### src/shared/flash_seq_pkg.sv
/*
  Constants shared by the flash command sequencer: opcodes, phase lengths
  in serial clocks, field positions, reset values and state encodings.
  Assumes a 25 MHz block clock.
*/
`default_nettype none
package flash_seq_pkg;
  // block clock and program cycle
  localparam int CLK_PERIOD_NS = 40;
  localparam int PROG_TIME_NS = 700000;

  // opcodes
  localparam logic [7:0] OP_WR_ENABLE = 8'h06;
  localparam logic [7:0] OP_WR_DISABLE = 8'h04;
  localparam logic [7:0] OP_STAT_LO = 8'h05;
  localparam logic [7:0] OP_STAT_HI = 8'h35;
  localparam logic [7:0] OP_DUAL_IO = 8'hbb;
  localparam logic [7:0] OP_QUAD_IO = 8'heb;
  localparam logic [7:0] OP_QUAD_WORD = 8'he7;
  localparam logic [7:0] OP_SET_WRAP = 8'h77;
  localparam logic [7:0] OP_PAGE_PROG = 8'h02;

  // phase lengths in serial clocks
  localparam logic [5:0] OPC_CLKS = 6'h08;
  localparam logic [5:0] BYTE_CLKS = 6'h08;
  localparam logic [5:0] SER_ADDR_CLKS = 6'h18;
  localparam logic [5:0] DUAL_ADDR_CLKS = 6'h0c;
  localparam logic [5:0] QUAD_ADDR_CLKS = 6'h06;
  localparam logic [5:0] DUAL_MODE_CLKS = 6'h04;
  localparam logic [5:0] QUAD_MODE_CLKS = 6'h02;
  localparam logic [5:0] QIO_DUMMY_CLKS = 6'h04;
  localparam logic [5:0] QWORD_DUMMY_CLKS = 6'h02;
  localparam logic [5:0] WRAP_FRAME_CLKS = 6'h08;

  // lane codes
  localparam logic [1:0] LANE1 = 2'h0;
  localparam logic [1:0] LANE2 = 2'h1;
  localparam logic [1:0] LANE4 = 2'h2;

  // field positions and values
  localparam int MODE_HI = 5;
  localparam int MODE_LO = 4;
  localparam logic [1:0] CONT_MATCH = 2'h2;
  localparam int WRAP_DIS_POS = 4;
  localparam int WRAP_LEN_HI = 6;
  localparam int WRAP_LEN_LO = 5;
  localparam logic [7:0] WRAP_MIN_LEN = 8'h08;
  localparam int STAT_WIP_POS = 0;
  localparam int STAT_WEL_POS = 1;
  localparam int STAT_QE_POS = 1;

  // reset values
  localparam logic WRAP_DIS_RST = 1'b1;
  localparam logic [1:0] WRAP_LEN_RST = 2'h0;
  localparam logic [5:0] LINK_RST = 6'h20;

  typedef enum logic [3:0] {
    ST_IDLE = 4'b0000,
    ST_OPC = 4'b0001,
    ST_ADDR = 4'b0010,
    ST_MODE = 4'b0011,
    ST_DUMMY = 4'b0100,
    ST_DOUT = 4'b0101,
    ST_WRAP = 4'b0110,
    ST_PDATA = 4'b0111,
    ST_SOUT = 4'b1000,
    ST_DONE = 4'b1001,
    ST_SKIP = 4'b1010
  } frame_st_t;

  typedef enum logic [1:0] {
    P_IDLE = 2'b00,
    P_COPY = 2'b01,
    P_WAIT = 2'b10
  } prog_st_t;
endpackage
`default_nettype wire

### src/design/sync2.sv
/*
  Two-flop synchroniser for a bundle of levels.
  Assumes each bit is a slow level relative to the clock.
*/
`default_nettype none
module sync2 #(
  parameter int W = 1,
  parameter logic [W-1:0] RST_VAL = '0
) (
  // clock and reset
  input wire logic clk,
  input wire logic rst_n,
  // levels
  input wire logic [W-1:0] d,
  output logic [W-1:0] q
);
  logic [W-1:0] meta_ff;
  logic [W-1:0] q_ff;

  always_ff @(posedge clk or negedge rst_n) begin
    if (!rst_n) begin
      meta_ff <= RST_VAL;
      q_ff <= RST_VAL;
    end else begin
      meta_ff <= d;
      q_ff <= meta_ff;
    end
  end

  assign q = q_ff;
endmodule
`default_nettype wire

### src/design/page_buf.sv
/*
  Page latch: one byte and one written flag per column, registered read.
  Assumes clear and write never land in the same cycle.
*/
`default_nettype none
module page_buf #(
  parameter int DEPTH = 256,
  parameter int AW = 8
) (
  // clock and reset
  input wire logic clk,
  input wire logic rst_n,
  // fill side
  input wire logic clr,
  input wire logic wr_en,
  input wire logic [AW-1:0] wr_addr,
  input wire logic [7:0] wr_data,
  // drain side
  input wire logic [AW-1:0] rd_addr,
  output logic [7:0] rd_data_ff,
  output logic rd_valid_ff
);
  logic [7:0] mem [DEPTH];
  logic [DEPTH-1:0] valid_ff;

  // a later byte to the same column simply overwrites the earlier one
  always_ff @(posedge clk) begin
    if (wr_en) begin
      mem[wr_addr] <= wr_data;
    end
  end

  always_ff @(posedge clk or negedge rst_n) begin
    if (!rst_n) begin
      valid_ff <= '0;
    end else if (clr) begin
      valid_ff <= '0;
    end else if (wr_en) begin
      valid_ff[wr_addr] <= 1'b1;
    end
  end

  always_ff @(posedge clk or negedge rst_n) begin
    if (!rst_n) begin
      rd_data_ff <= 8'h00;
      rd_valid_ff <= 1'b0;
    end else begin
      rd_data_ff <= mem[rd_addr];
      rd_valid_ff <= valid_ff[rd_addr];
    end
  end
endmodule
`default_nettype wire

### src/design/flash_cmd_seq.sv
/*
  Serial flash command sequencer: dual and quad I/O reads with continuous
  read mode and wrap bursts, wrap setup, page program, status reads.
  Assumes the array answers a read address one clock later, and that the
  link pins are asynchronous and slow against the 25 MHz block clock.
*/
// Summary of operation
// - dual read: address, mode two bits per clock
// - read address increments per byte until deselect
// - mode bits 10 skip next dual opcode
// - other mode bits need full opcode next
// - quad read: address, mode, four dummies, quad
// - quad reads need quad enable bit set
// - mode bits 10 skip next quad opcode
// - word quad read has two dummy clocks
// - mode bits 10 skip next word opcode
// - wrap burst stays within aligned section
// - wrap setting holds for later quad reads
// - wrap disable bit one turns wrap off
// - wrap length bits choose 8 to 64
// - page program needs write enable latch
// - program data wraps within its page
// - last 256 bytes kept, others untouched
// - program only on whole byte deselect
// - deselect starts timed cycle, busy flag set
// - protected pages are never programmed
// - write enable sets latch, program clears it
// - quad enable is status bit nine
`default_nettype none
module flash_cmd_seq
  import flash_seq_pkg::*;
#(
  parameter int unsigned PROG_CYCLES = PROG_TIME_NS / CLK_PERIOD_NS
) (
  // clock and reset
  input wire logic REF_CLK,
  input wire logic RESET_N,
  // serial link
  input wire logic CS_N,
  input wire logic SCLK,
  input wire logic [3:0] QUAD_LINE_IN,
  output logic [3:0] QUAD_LINE_OUT,
  output logic [3:0] QUAD_LINE_OE,
  // status bits shared with the device
  input wire logic QUAD_ENABLE_BIT,
  input wire logic [4:0] BLOCK_PROTECT_BITS,
  output logic WRITE_ENABLE_LATCH,
  output logic WRITE_IN_PROGRESS,
  output logic WRAP_DISABLE_BIT,
  output logic [1:0] WRAP_LENGTH_BITS,
  output logic CONTINUOUS_MODE_ACTIVE,
  // array read port
  output logic [23:0] ARRAY_RD_ADDR,
  input wire logic [7:0] ARRAY_RD_DATA,
  // array program port
  output logic ARRAY_WR_EN,
  output logic [23:0] ARRAY_WR_ADDR,
  output logic [7:0] ARRAY_WR_DATA
);
  ////////////////////////////////////////////////////////////////////////
  function automatic logic [23:0] shift_in(input logic [23:0] sh, input logic [3:0] io,
                                           input logic [1:0] lane);
    case (lane)
      LANE2: shift_in = {sh[21:0], io[1:0]};
      LANE4: shift_in = {sh[19:0], io};
      default: shift_in = {sh[22:0], io[0]};
    endcase
  endfunction

  // single lane answers on line 1, as a plain serial output would
  function automatic logic [3:0] emit(input logic [7:0] b, input logic [1:0] lane);
    case (lane)
      LANE2: emit = {2'h0, b[7:6]};
      LANE4: emit = b[7:4];
      default: emit = {2'h0, b[7], 1'b0};
    endcase
  endfunction

  function automatic logic [3:0] lane_mask(input logic [1:0] lane);
    case (lane)
      LANE2: lane_mask = 4'h3;
      LANE4: lane_mask = 4'hf;
      default: lane_mask = 4'h2;
    endcase
  endfunction

  // bp[2:0] sets how many 64 KB blocks are locked, bp[3] picks the bottom
  function automatic logic is_protected(input logic [4:0] bp, input logic [7:0] blk);
    logic [8:0] n;
    n = 9'h001 << (bp[2:0] - 3'h1);
    if (bp[2:0] == 3'h0) begin
      is_protected = 1'b0;
    end else if (bp[2:0] == 3'h7) begin
      is_protected = 1'b1;
    end else if (bp[3]) begin
      is_protected = ({1'b0, blk} < n);
    end else begin
      is_protected = ({1'b0, blk} >= (9'h100 - n));
    end
  endfunction

  ////////////////////////////////////////////////////////////////////////
  logic rst_meta_ff, rst_n_ff;
  logic [5:0] link_s;
  logic cs_s, sclk_s, sclk_d_ff, cs_d_ff;
  logic [3:0] io_s;
  logic sclk_rise, sclk_fall, cs_rise;
  frame_st_t st_ff;
  prog_st_t pst_ff;
  logic [5:0] cnt_ff;
  logic [23:0] sh_ff, nxt_sh, addr_ff, nxt_addr;
  logic [7:0] cmd_ff, cont_cmd_ff, op, col_ff, wmask, stat_byte;
  logic [1:0] lane_ff, wrap_len_ff;
  logic cont_ff, wrap_dis_ff, got_byte_ff, wel_ff, wip_ff, wrap_on;
  logic op_last, byte_start, start_pgm, pb_we, pb_clr, pb_valid, wel_drop;
  logic [7:0] pb_data;
  logic [8:0] pcol_ff;
  logic [23:0] ptimer_ff;
  logic [15:0] page_ff;
  logic [3:0] out_ff, oe_ff;
  logic [7:0] obyte_ff;
  logic [2:0] slot_ff;
  logic wr_en_ff;
  logic [23:0] wr_addr_ff;
  logic [7:0] wr_data_ff;

  // reset released through two flops so no flop leaves reset mid-edge
  always_ff @(posedge REF_CLK or negedge RESET_N) begin
    if (!RESET_N) begin
      rst_meta_ff <= 1'b0;
      rst_n_ff <= 1'b0;
    end else begin
      rst_meta_ff <= 1'b1;
      rst_n_ff <= rst_meta_ff;
    end
  end

  sync2 #(.W(6), .RST_VAL(LINK_RST)) u_link_sync (
    .clk(REF_CLK),
    .rst_n(rst_n_ff),
    .d({CS_N, SCLK, QUAD_LINE_IN}),
    .q(link_s)
  );

  assign cs_s = link_s[5];
  assign sclk_s = link_s[4];
  assign io_s = link_s[3:0];

  always_ff @(posedge REF_CLK or negedge rst_n_ff) begin
    if (!rst_n_ff) begin
      sclk_d_ff <= 1'b0;
      cs_d_ff <= 1'b1;
    end else begin
      sclk_d_ff <= sclk_s;
      cs_d_ff <= cs_s;
    end
  end

  assign sclk_rise = sclk_s & ~sclk_d_ff;
  assign sclk_fall = ~sclk_s & sclk_d_ff;
  assign cs_rise = cs_s & ~cs_d_ff;

  ////////////////////////////////////////////////////////////////////////
  assign nxt_sh = shift_in(sh_ff, io_s, lane_ff);
  assign op = nxt_sh[7:0];
  assign op_last = sclk_rise && !cs_s && st_ff == ST_OPC && cnt_ff == 6'h01;
  assign wrap_on = !wrap_dis_ff && (cmd_ff == OP_QUAD_IO || cmd_ff == OP_QUAD_WORD);
  assign wmask = (WRAP_MIN_LEN << wrap_len_ff) - 8'h01;
  assign nxt_addr = wrap_on ? {addr_ff[23:8], (addr_ff[7:0] & ~wmask) | ((addr_ff[7:0] + 8'h01) & wmask)}
                            : addr_ff + 24'h000001;
  assign pb_we = sclk_rise && !cs_s && st_ff == ST_PDATA && cnt_ff == 6'h01;
  assign pb_clr = op_last && op == OP_PAGE_PROG && wel_ff && !wip_ff;

  always_ff @(posedge REF_CLK or negedge rst_n_ff) begin
    if (!rst_n_ff) begin
      st_ff <= ST_IDLE;
      cnt_ff <= 6'h00;
      sh_ff <= 24'h000000;
      cmd_ff <= 8'h00;
      lane_ff <= LANE1;
      addr_ff <= 24'h000000;
      col_ff <= 8'h00;
      got_byte_ff <= 1'b0;
      cont_ff <= 1'b0;
      cont_cmd_ff <= 8'h00;
      wrap_dis_ff <= WRAP_DIS_RST;
      wrap_len_ff <= WRAP_LEN_RST;
    end else if (cs_s) begin
      st_ff <= ST_IDLE;
    end else if (st_ff == ST_IDLE) begin
      got_byte_ff <= 1'b0;
      if (cont_ff) begin
        // frame opens straight on the address
        st_ff <= ST_ADDR;
        cmd_ff <= cont_cmd_ff;
        lane_ff <= (cont_cmd_ff == OP_DUAL_IO) ? LANE2 : LANE4;
        cnt_ff <= (cont_cmd_ff == OP_DUAL_IO) ? DUAL_ADDR_CLKS : QUAD_ADDR_CLKS;
      end else begin
        st_ff <= ST_OPC;
        lane_ff <= LANE1;
        cnt_ff <= OPC_CLKS;
      end
    end else if (sclk_rise) begin
      sh_ff <= nxt_sh;
      cnt_ff <= cnt_ff - 6'h01;
      if (st_ff == ST_DONE) begin
        st_ff <= ST_SKIP;
      end else if (cnt_ff == 6'h01) begin
        unique case (st_ff)
          ST_OPC: begin
            cmd_ff <= op;
            st_ff <= ST_SKIP;
            if (wip_ff && op != OP_STAT_LO && op != OP_STAT_HI) begin
              st_ff <= ST_SKIP;
            end else if (op == OP_DUAL_IO) begin
              st_ff <= ST_ADDR;
              lane_ff <= LANE2;
              cnt_ff <= DUAL_ADDR_CLKS;
            end else if (op == OP_QUAD_IO || op == OP_QUAD_WORD) begin
              if (QUAD_ENABLE_BIT) begin
                st_ff <= ST_ADDR;
                lane_ff <= LANE4;
                cnt_ff <= QUAD_ADDR_CLKS;
              end
            end else if (op == OP_SET_WRAP) begin
              st_ff <= ST_WRAP;
              lane_ff <= LANE4;
              cnt_ff <= WRAP_FRAME_CLKS;
            end else if (op == OP_PAGE_PROG) begin
              if (wel_ff) begin
                st_ff <= ST_ADDR;
                cnt_ff <= SER_ADDR_CLKS;
              end
            end else if (op == OP_STAT_LO || op == OP_STAT_HI) begin
              st_ff <= ST_SOUT;
            end else if (op == OP_WR_ENABLE || op == OP_WR_DISABLE) begin
              st_ff <= ST_DONE;
            end
          end
          ST_ADDR: begin
            addr_ff <= nxt_sh;
            col_ff <= nxt_sh[7:0];
            if (cmd_ff == OP_PAGE_PROG) begin
              st_ff <= is_protected(BLOCK_PROTECT_BITS, nxt_sh[23:16]) ? ST_SKIP : ST_PDATA;
              cnt_ff <= BYTE_CLKS;
            end else begin
              st_ff <= ST_MODE;
              cnt_ff <= (cmd_ff == OP_DUAL_IO) ? DUAL_MODE_CLKS : QUAD_MODE_CLKS;
            end
          end
          ST_MODE: begin
            cont_ff <= (nxt_sh[MODE_HI:MODE_LO] == CONT_MATCH);
            cont_cmd_ff <= cmd_ff;
            if (cmd_ff == OP_DUAL_IO) begin
              st_ff <= ST_DOUT;
            end else begin
              st_ff <= ST_DUMMY;
              cnt_ff <= (cmd_ff == OP_QUAD_IO) ? QIO_DUMMY_CLKS : QWORD_DUMMY_CLKS;
            end
          end
          ST_DUMMY: begin
            st_ff <= ST_DOUT;
          end
          ST_WRAP: begin
            wrap_dis_ff <= nxt_sh[WRAP_DIS_POS];
            wrap_len_ff <= nxt_sh[WRAP_LEN_HI:WRAP_LEN_LO];
            st_ff <= ST_DONE;
          end
          ST_PDATA: begin
            col_ff <= col_ff + 8'h01;
            got_byte_ff <= 1'b1;
            cnt_ff <= BYTE_CLKS;
          end
          ST_IDLE, ST_DOUT, ST_SOUT, ST_DONE, ST_SKIP: begin
          end
        endcase
      end
    end else if (byte_start) begin
      addr_ff <= nxt_addr;
    end
  end

  ////////////////////////////////////////////////////////////////////////
  // page latch: columns hold the last byte written to them
  page_buf #(.DEPTH(256), .AW(8)) u_page (
    .clk(REF_CLK),
    .rst_n(rst_n_ff),
    .clr(pb_clr),
    .wr_en(pb_we),
    .wr_addr(col_ff),
    .wr_data(nxt_sh[7:0]),
    .rd_addr(pcol_ff[7:0]),
    .rd_data_ff(pb_data),
    .rd_valid_ff(pb_valid)
  );

  assign start_pgm = cs_rise && st_ff == ST_PDATA && cnt_ff == BYTE_CLKS && got_byte_ff;
  assign wel_drop = pst_ff == P_COPY && pcol_ff == 9'h100;

  always_ff @(posedge REF_CLK or negedge rst_n_ff) begin
    if (!rst_n_ff) begin
      pst_ff <= P_IDLE;
      pcol_ff <= 9'h000;
      ptimer_ff <= 24'h000000;
      page_ff <= 16'h0000;
      wip_ff <= 1'b0;
    end else begin
      unique case (pst_ff)
        P_IDLE: begin
          if (start_pgm) begin
            pst_ff <= P_COPY;
            wip_ff <= 1'b1;
            pcol_ff <= 9'h000;
            page_ff <= addr_ff[23:8];
          end
        end
        P_COPY: begin
          pcol_ff <= pcol_ff + 9'h001;
          if (pcol_ff == 9'h100) begin
            pst_ff <= P_WAIT;
            ptimer_ff <= 24'(PROG_CYCLES);
          end
        end
        P_WAIT: begin
          ptimer_ff <= ptimer_ff - 24'h000001;
          if (ptimer_ff <= 24'h000001) begin
            pst_ff <= P_IDLE;
            wip_ff <= 1'b0;
          end
        end
      endcase
    end
  end

  // only written columns reach the array, so the rest of the page is kept
  always_ff @(posedge REF_CLK or negedge rst_n_ff) begin
    if (!rst_n_ff) begin
      wr_en_ff <= 1'b0;
      wr_addr_ff <= 24'h000000;
      wr_data_ff <= 8'h00;
    end else begin
      wr_en_ff <= pst_ff == P_COPY && pcol_ff != 9'h000 && pb_valid;
      wr_addr_ff <= {page_ff, pcol_ff[7:0] - 8'h01};
      wr_data_ff <= pb_data;
    end
  end

  // set wins, though busy frames never reach the enable decode
  always_ff @(posedge REF_CLK or negedge rst_n_ff) begin
    if (!rst_n_ff) begin
      wel_ff <= 1'b0;
    end else if (cs_rise && st_ff == ST_DONE && cmd_ff == OP_WR_ENABLE) begin
      wel_ff <= 1'b1;
    end else if (wel_drop || (cs_rise && st_ff == ST_DONE && cmd_ff == OP_WR_DISABLE)) begin
      wel_ff <= 1'b0;
    end
  end

  ////////////////////////////////////////////////////////////////////////
  always_comb begin
    stat_byte = 8'h00;
    if (cmd_ff == OP_STAT_HI) begin
      stat_byte[STAT_QE_POS] = QUAD_ENABLE_BIT;
    end else begin
      stat_byte[STAT_WIP_POS] = wip_ff;
      stat_byte[STAT_WEL_POS] = wel_ff;
    end
  end

  assign byte_start = sclk_fall && !cs_s && st_ff == ST_DOUT && slot_ff == 3'h0;

  // drive on falling edges so the host samples stable lines on rising ones
  always_ff @(posedge REF_CLK or negedge rst_n_ff) begin
    if (!rst_n_ff) begin
      out_ff <= 4'h0;
      oe_ff <= 4'h0;
      obyte_ff <= 8'h00;
      slot_ff <= 3'h0;
    end else if (cs_s) begin
      oe_ff <= 4'h0;
      slot_ff <= 3'h0;
    end else if (sclk_fall && (st_ff == ST_DOUT || st_ff == ST_SOUT)) begin
      oe_ff <= lane_mask(lane_ff);
      if (slot_ff == 3'h0) begin
        out_ff <= emit(st_ff == ST_SOUT ? stat_byte : ARRAY_RD_DATA, lane_ff);
        obyte_ff <= (st_ff == ST_SOUT ? stat_byte : ARRAY_RD_DATA) << (4'h1 << lane_ff);
        slot_ff <= 3'(8 >> lane_ff) - 3'h1;
      end else begin
        out_ff <= emit(obyte_ff, lane_ff);
        obyte_ff <= obyte_ff << (4'h1 << lane_ff);
        slot_ff <= slot_ff - 3'h1;
      end
    end
  end

  assign QUAD_LINE_OUT = out_ff;
  assign QUAD_LINE_OE = oe_ff;
  assign ARRAY_RD_ADDR = addr_ff;
  assign ARRAY_WR_EN = wr_en_ff;
  assign ARRAY_WR_ADDR = wr_addr_ff;
  assign ARRAY_WR_DATA = wr_data_ff;
  assign WRITE_ENABLE_LATCH = wel_ff;
  assign WRITE_IN_PROGRESS = wip_ff;
  assign WRAP_DISABLE_BIT = wrap_dis_ff;
  assign WRAP_LENGTH_BITS = wrap_len_ff;
  assign CONTINUOUS_MODE_ACTIVE = cont_ff;
endmodule
`default_nettype wire

### config.mk
export PLATFORM = sky130hd
export DESIGN_NAME = flash_cmd_seq
export DESIGN_NICKNAME = d
export VERILOG_FILES = /design/src/shared/flash_seq_pkg.sv /design/src/design/sync2.sv /design/src/design/page_buf.sv /design/src/design/flash_cmd_seq.sv
export SDC_FILE = /design/constraint.sdc
export NUM_CORES = 2
export LEC_CHECK = 0
export BUFFER_PORTS_ARGS = -buffer_cell sky130_fd_sc_hd__buf_2
export CAP_MARGIN = 30
export CORE_UTILIZATION = 45
export CTS_CLUSTER_SIZE = 40
export DETAILED_ROUTE_END_ITERATION = 7
export PLACE_DENSITY_LB_ADDON = 0.25
export SYNTH_ARGS = -nofsm -noshare
export SYNTH_HDL_FRONTEND = slang
export SYNTH_SLANG_ARGS = --single-unit
### constraint.sdc
create_clock -name REF_CLK -period 19 [get_ports REF_CLK]
set_input_delay 0 -clock REF_CLK [delete_from_list [all_inputs] [get_ports REF_CLK]]
set_output_delay 0 -clock REF_CLK [all_outputs]
set_load 0.1 [all_outputs]
==> out/results.ini <==
[grt]
grt_max_degree = 190
grt_pass1_vias = 51900
grt_use_total_pct = 22.4
grt_pass1_wl_um = 366000
overflow = 0
antenna_found_initial = 10

[route]
drc = 0
post_drt_wl_per_cell_um = 29.2
drt_pre_antenna_iters = 6
drtIter0Drc = 5606
viasPerCell = 5.99
ant_nets = 0
totalWireLength_um = 251000
num_vias = 51500

[clock_tree]
cts_tree = yes
clk_pin_slew_worst_paths_ns = 0.06
clk_path_buf_depth = 4
cts-root-buf = clkbuf_16
cts_sinks = 2521
cts_setup_buffers = 0
ctsResizeCount = 0
h-tree-depth = 5
clkLatencyLatePin_ns = 0.92
cts-buffers-inserted = 280

[power]
ir_worst_vdd_mv = 0.149
power_density_nw_per_um2 = 126
p_leak_uw = 0.0375

[yosys]
synth.distinct_cells = 81
synthDominantCellAreaShare_pct = 61.0
yosys_warnings = 0
avgSynthCellArea_um2 = 19.4
yosysTopAreaCell = edfxtp_1
syn-num-nets = 5269
postSynth.topFlopCell = edfxtp_1
synth_cells = 5207
syn-cell-area_um2 = 101000
ys_ff_latch = 2521
async_reset_ff_share_pct = 18.8
synth_edf_count = 2048
synth_area_leaders = edfxtp_1 61%, mux4_2 16%, dfrtp_1 12%, o21a_1 2.0%, nor2_1 1.5%
seq_area_frac_synth_pct = 72.7

[timing]
hold_viol = 0
clock_skew_ns = 0.0427
maxSlewViolCount = 0
tightestPinTransition_ns = 1.13
period_share_pct = 30.5
max_freq_mhz = 173
fin_setup_tns_ns = 0
fin_crit_ns = 5.80
rsz0062_at_grt = no
setup-violations-final = 0
slew_headroom_pct = 24.1

[setup_path]
crit_required_ns = 19.77
cp_num_buf_inv = 5
worstSetupStartpointType = flip-flop
critPathTopFamily = buffers and inverters
path_cells = buf_16 -> buf_12 -> buf_4 -> buf_4 -> buf_16 -> mux4_2 -> mux4_2 -> a22oi_1 -> nand2_1 -> a22oi_1 -> o211ai_1
slowest_delay_ns = 0.77
path_max_fanout = 82
crit_arrival_ns = 6.56
cpMaxStageDelayCell = buf_4
critPathCaptureType = flip-flop
path_class = reg2reg

[placement]
port_buffers = 91
dp.cells = 8068
gp_congestion = 0.816
hpwl_um = 146000

[floorplan]
die_w_um = 475
pin_count = 93
start_util_pct = 45.3
die_y_um = 475
core-area_um2 = 223000
dieArea_um2 = 226000
rows = 173

[cells_and_area]
finalNetCount = 5486
fin_util_pct = 51.3
layout_commonest_cell = edfxtp_1
stdcell_count = 8604
nFillCells = 17800
area_growth_pct = 13.1
final_cell_mix = 2048 x edfxtp_1, 720 x mux4_2, 462 x dfrtp_1
drive_gt1_share_pct = 25.3

[min_path]
hold_class = in2reg

[run_status]
status = finished, final reports clean

[job]
cap_viol_max_count = 0

[report_power, final]
group	switching [µW]	internal [µW]
sequential	108	7010
combinational	1650	344
clock	2120	3090
total	3880	10400
[cell usage after synthesis (10+ instances only)]
library cell / count
a211oi_1: 17
a21oi_1: 93
a221oi_1: 10
a22o_1: 26
a22oi_1: 57
a31oi_1: 19
buf_1: 23
buf_2: 79
buf_4: 28
buf_6: 15
clkbuf_1: 163
dfrtp_1: 469
edfxtp_1: 2048
ha_1: 40
inv_1: 40
mux2_2: 26
mux2i_1: 11
mux4_2: 720
nand2_1: 180
nand2b_1: 19
nand3_1: 55
nor2_1: 410
nor2b_1: 21
nor3_1: 37
nor4_1: 11
o21a_1: 262
o21ai_0: 74
o22ai_1: 38
or3_1: 27
xnor2_1: 25
[worst register-to-register path, stage by stage, from the launching register on]
cell	delay, ns
dfrtp_4	0.76
buf_16	0.29
buf_12	0.51
buf_4	0.98
buf_4	0.29
buf_16	0.29
mux4_2	0.65
mux4_2	0.49
a22oi_1	0.51
nand2_1	0.26
a22oi_1	0.47
o211ai_1	0.16
[metrics by stage]
| stage | power [µW] | area, µm² | hold slack, ns | worst slack (ns) |
|---|---|---|---|---|
| 4_1_cts | 14400 | 114000 | 0.0306 | 12.76 |
| 5_1_grt | 14800 | 114000 | 0.0917 | 12.92 |
| 6_report | 14300 | 114000 | 0.0996 | 13.20 |
| 3_3_place_gp | 9050 | 104000 | -0.214 | 12.65 |
| 2_1_floorplan | 8360 | 101000 | -0.296 | 4.85 |
| 3_5_place_dp | 9160 | 105000 | -0.212 | 12.76 |
[cell type report]
| class | count | area [µm²] | share of cell area [%] |
|---|---|---|---|
| Multi-Input combinational cell | 2338 | 26000 | 22.8 |
| Antenna cell | 2 | 5.00 | 0.00439 |
| Tap cell | 2975 | 3720 | 3.26 |
| Inverter | 40 | 180 | 0.158 |
| Timing Repair Buffer | 243 | 2020 | 1.77 |
| Clock inverter | 100 | 876 | 0.768 |
| Sequential cell | 2521 | 73400 | 64.3 |
| Clock buffer | 385 | 7910 | 6.93 |
[metal layers]
layer  routed length [µm]  vias to the layer above  global-route usage [%]
li1                     -                    21600                       -
met1               102000                    27600                    31.4
met2               121000                     1931                    35.2
met3                20500                      372                    5.18
met4                 7120                        2                    6.62
met5                    7                        -                       0
[cells by family (layout without fill, tap and decap cells)]
kind of cell,after synthesis,in the layout,share of synthesized area (%)
AOI/OAI and AO/OA,675,675,4.69
xor gates and xnor gates,34,34,0.295
adders and majority gates,41,41,0.506
buffers and inverters,348,768,1.61
DFF,2521,2521,72.7
muxes,757,757,16.5
other,1,3,0.00372
and+or+nand+nor,830,830,3.69
[path summary, 6_finish.rpt]
path	start	endpoint	slack, ns	cells past startpoint
setup / recovery	pcol_ff[0]	u_page.rd_data_ff[4]	13.20	11
hold / removal	ARRAY_RD_DATA[0]	obyte_ff[0]	0.1	5
setup reg to reg	pcol_ff[0]	u_page.rd_data_ff[4]	13.20	11
hold reg to reg	rst_n_ff	u_page.valid_ff[104]	0.30	0
max in group asynchronous	rst_n_ff	u_page.valid_ff[171]	16.04	3
min in group asynchronous	rst_n_ff	u_page.valid_ff[104]	0.30	0
[state kept, by name, indices dropped and copies added, names as in the netlist, 4 cells and up, named ones only]
register,cells
u_page.mem,2048
u_page.valid_ff,256
ARRAY_WR_ADDR,24
ptimer_ff,24
sh_ff,23
ARRAY_RD_ADDR,19
page_ff,16
pcol_ff,9
ARRAY_WR_DATA,8
cmd_ff,8
col_ff,8
cont_cmd_ff,8
obyte_ff,8
u_page.rd_data_ff,8
cnt_ff,6
u_link_sync.meta_ff,6
u_link_sync.q,6
QUAD_LINE_OUT,4
st_ff,4
[what timing repair did]
item,CTS,global route
hold endpoints to repair,25,0
setup endpoints to repair,0,0
hold buffers,31,0
(Power assumes the default switching activity.)
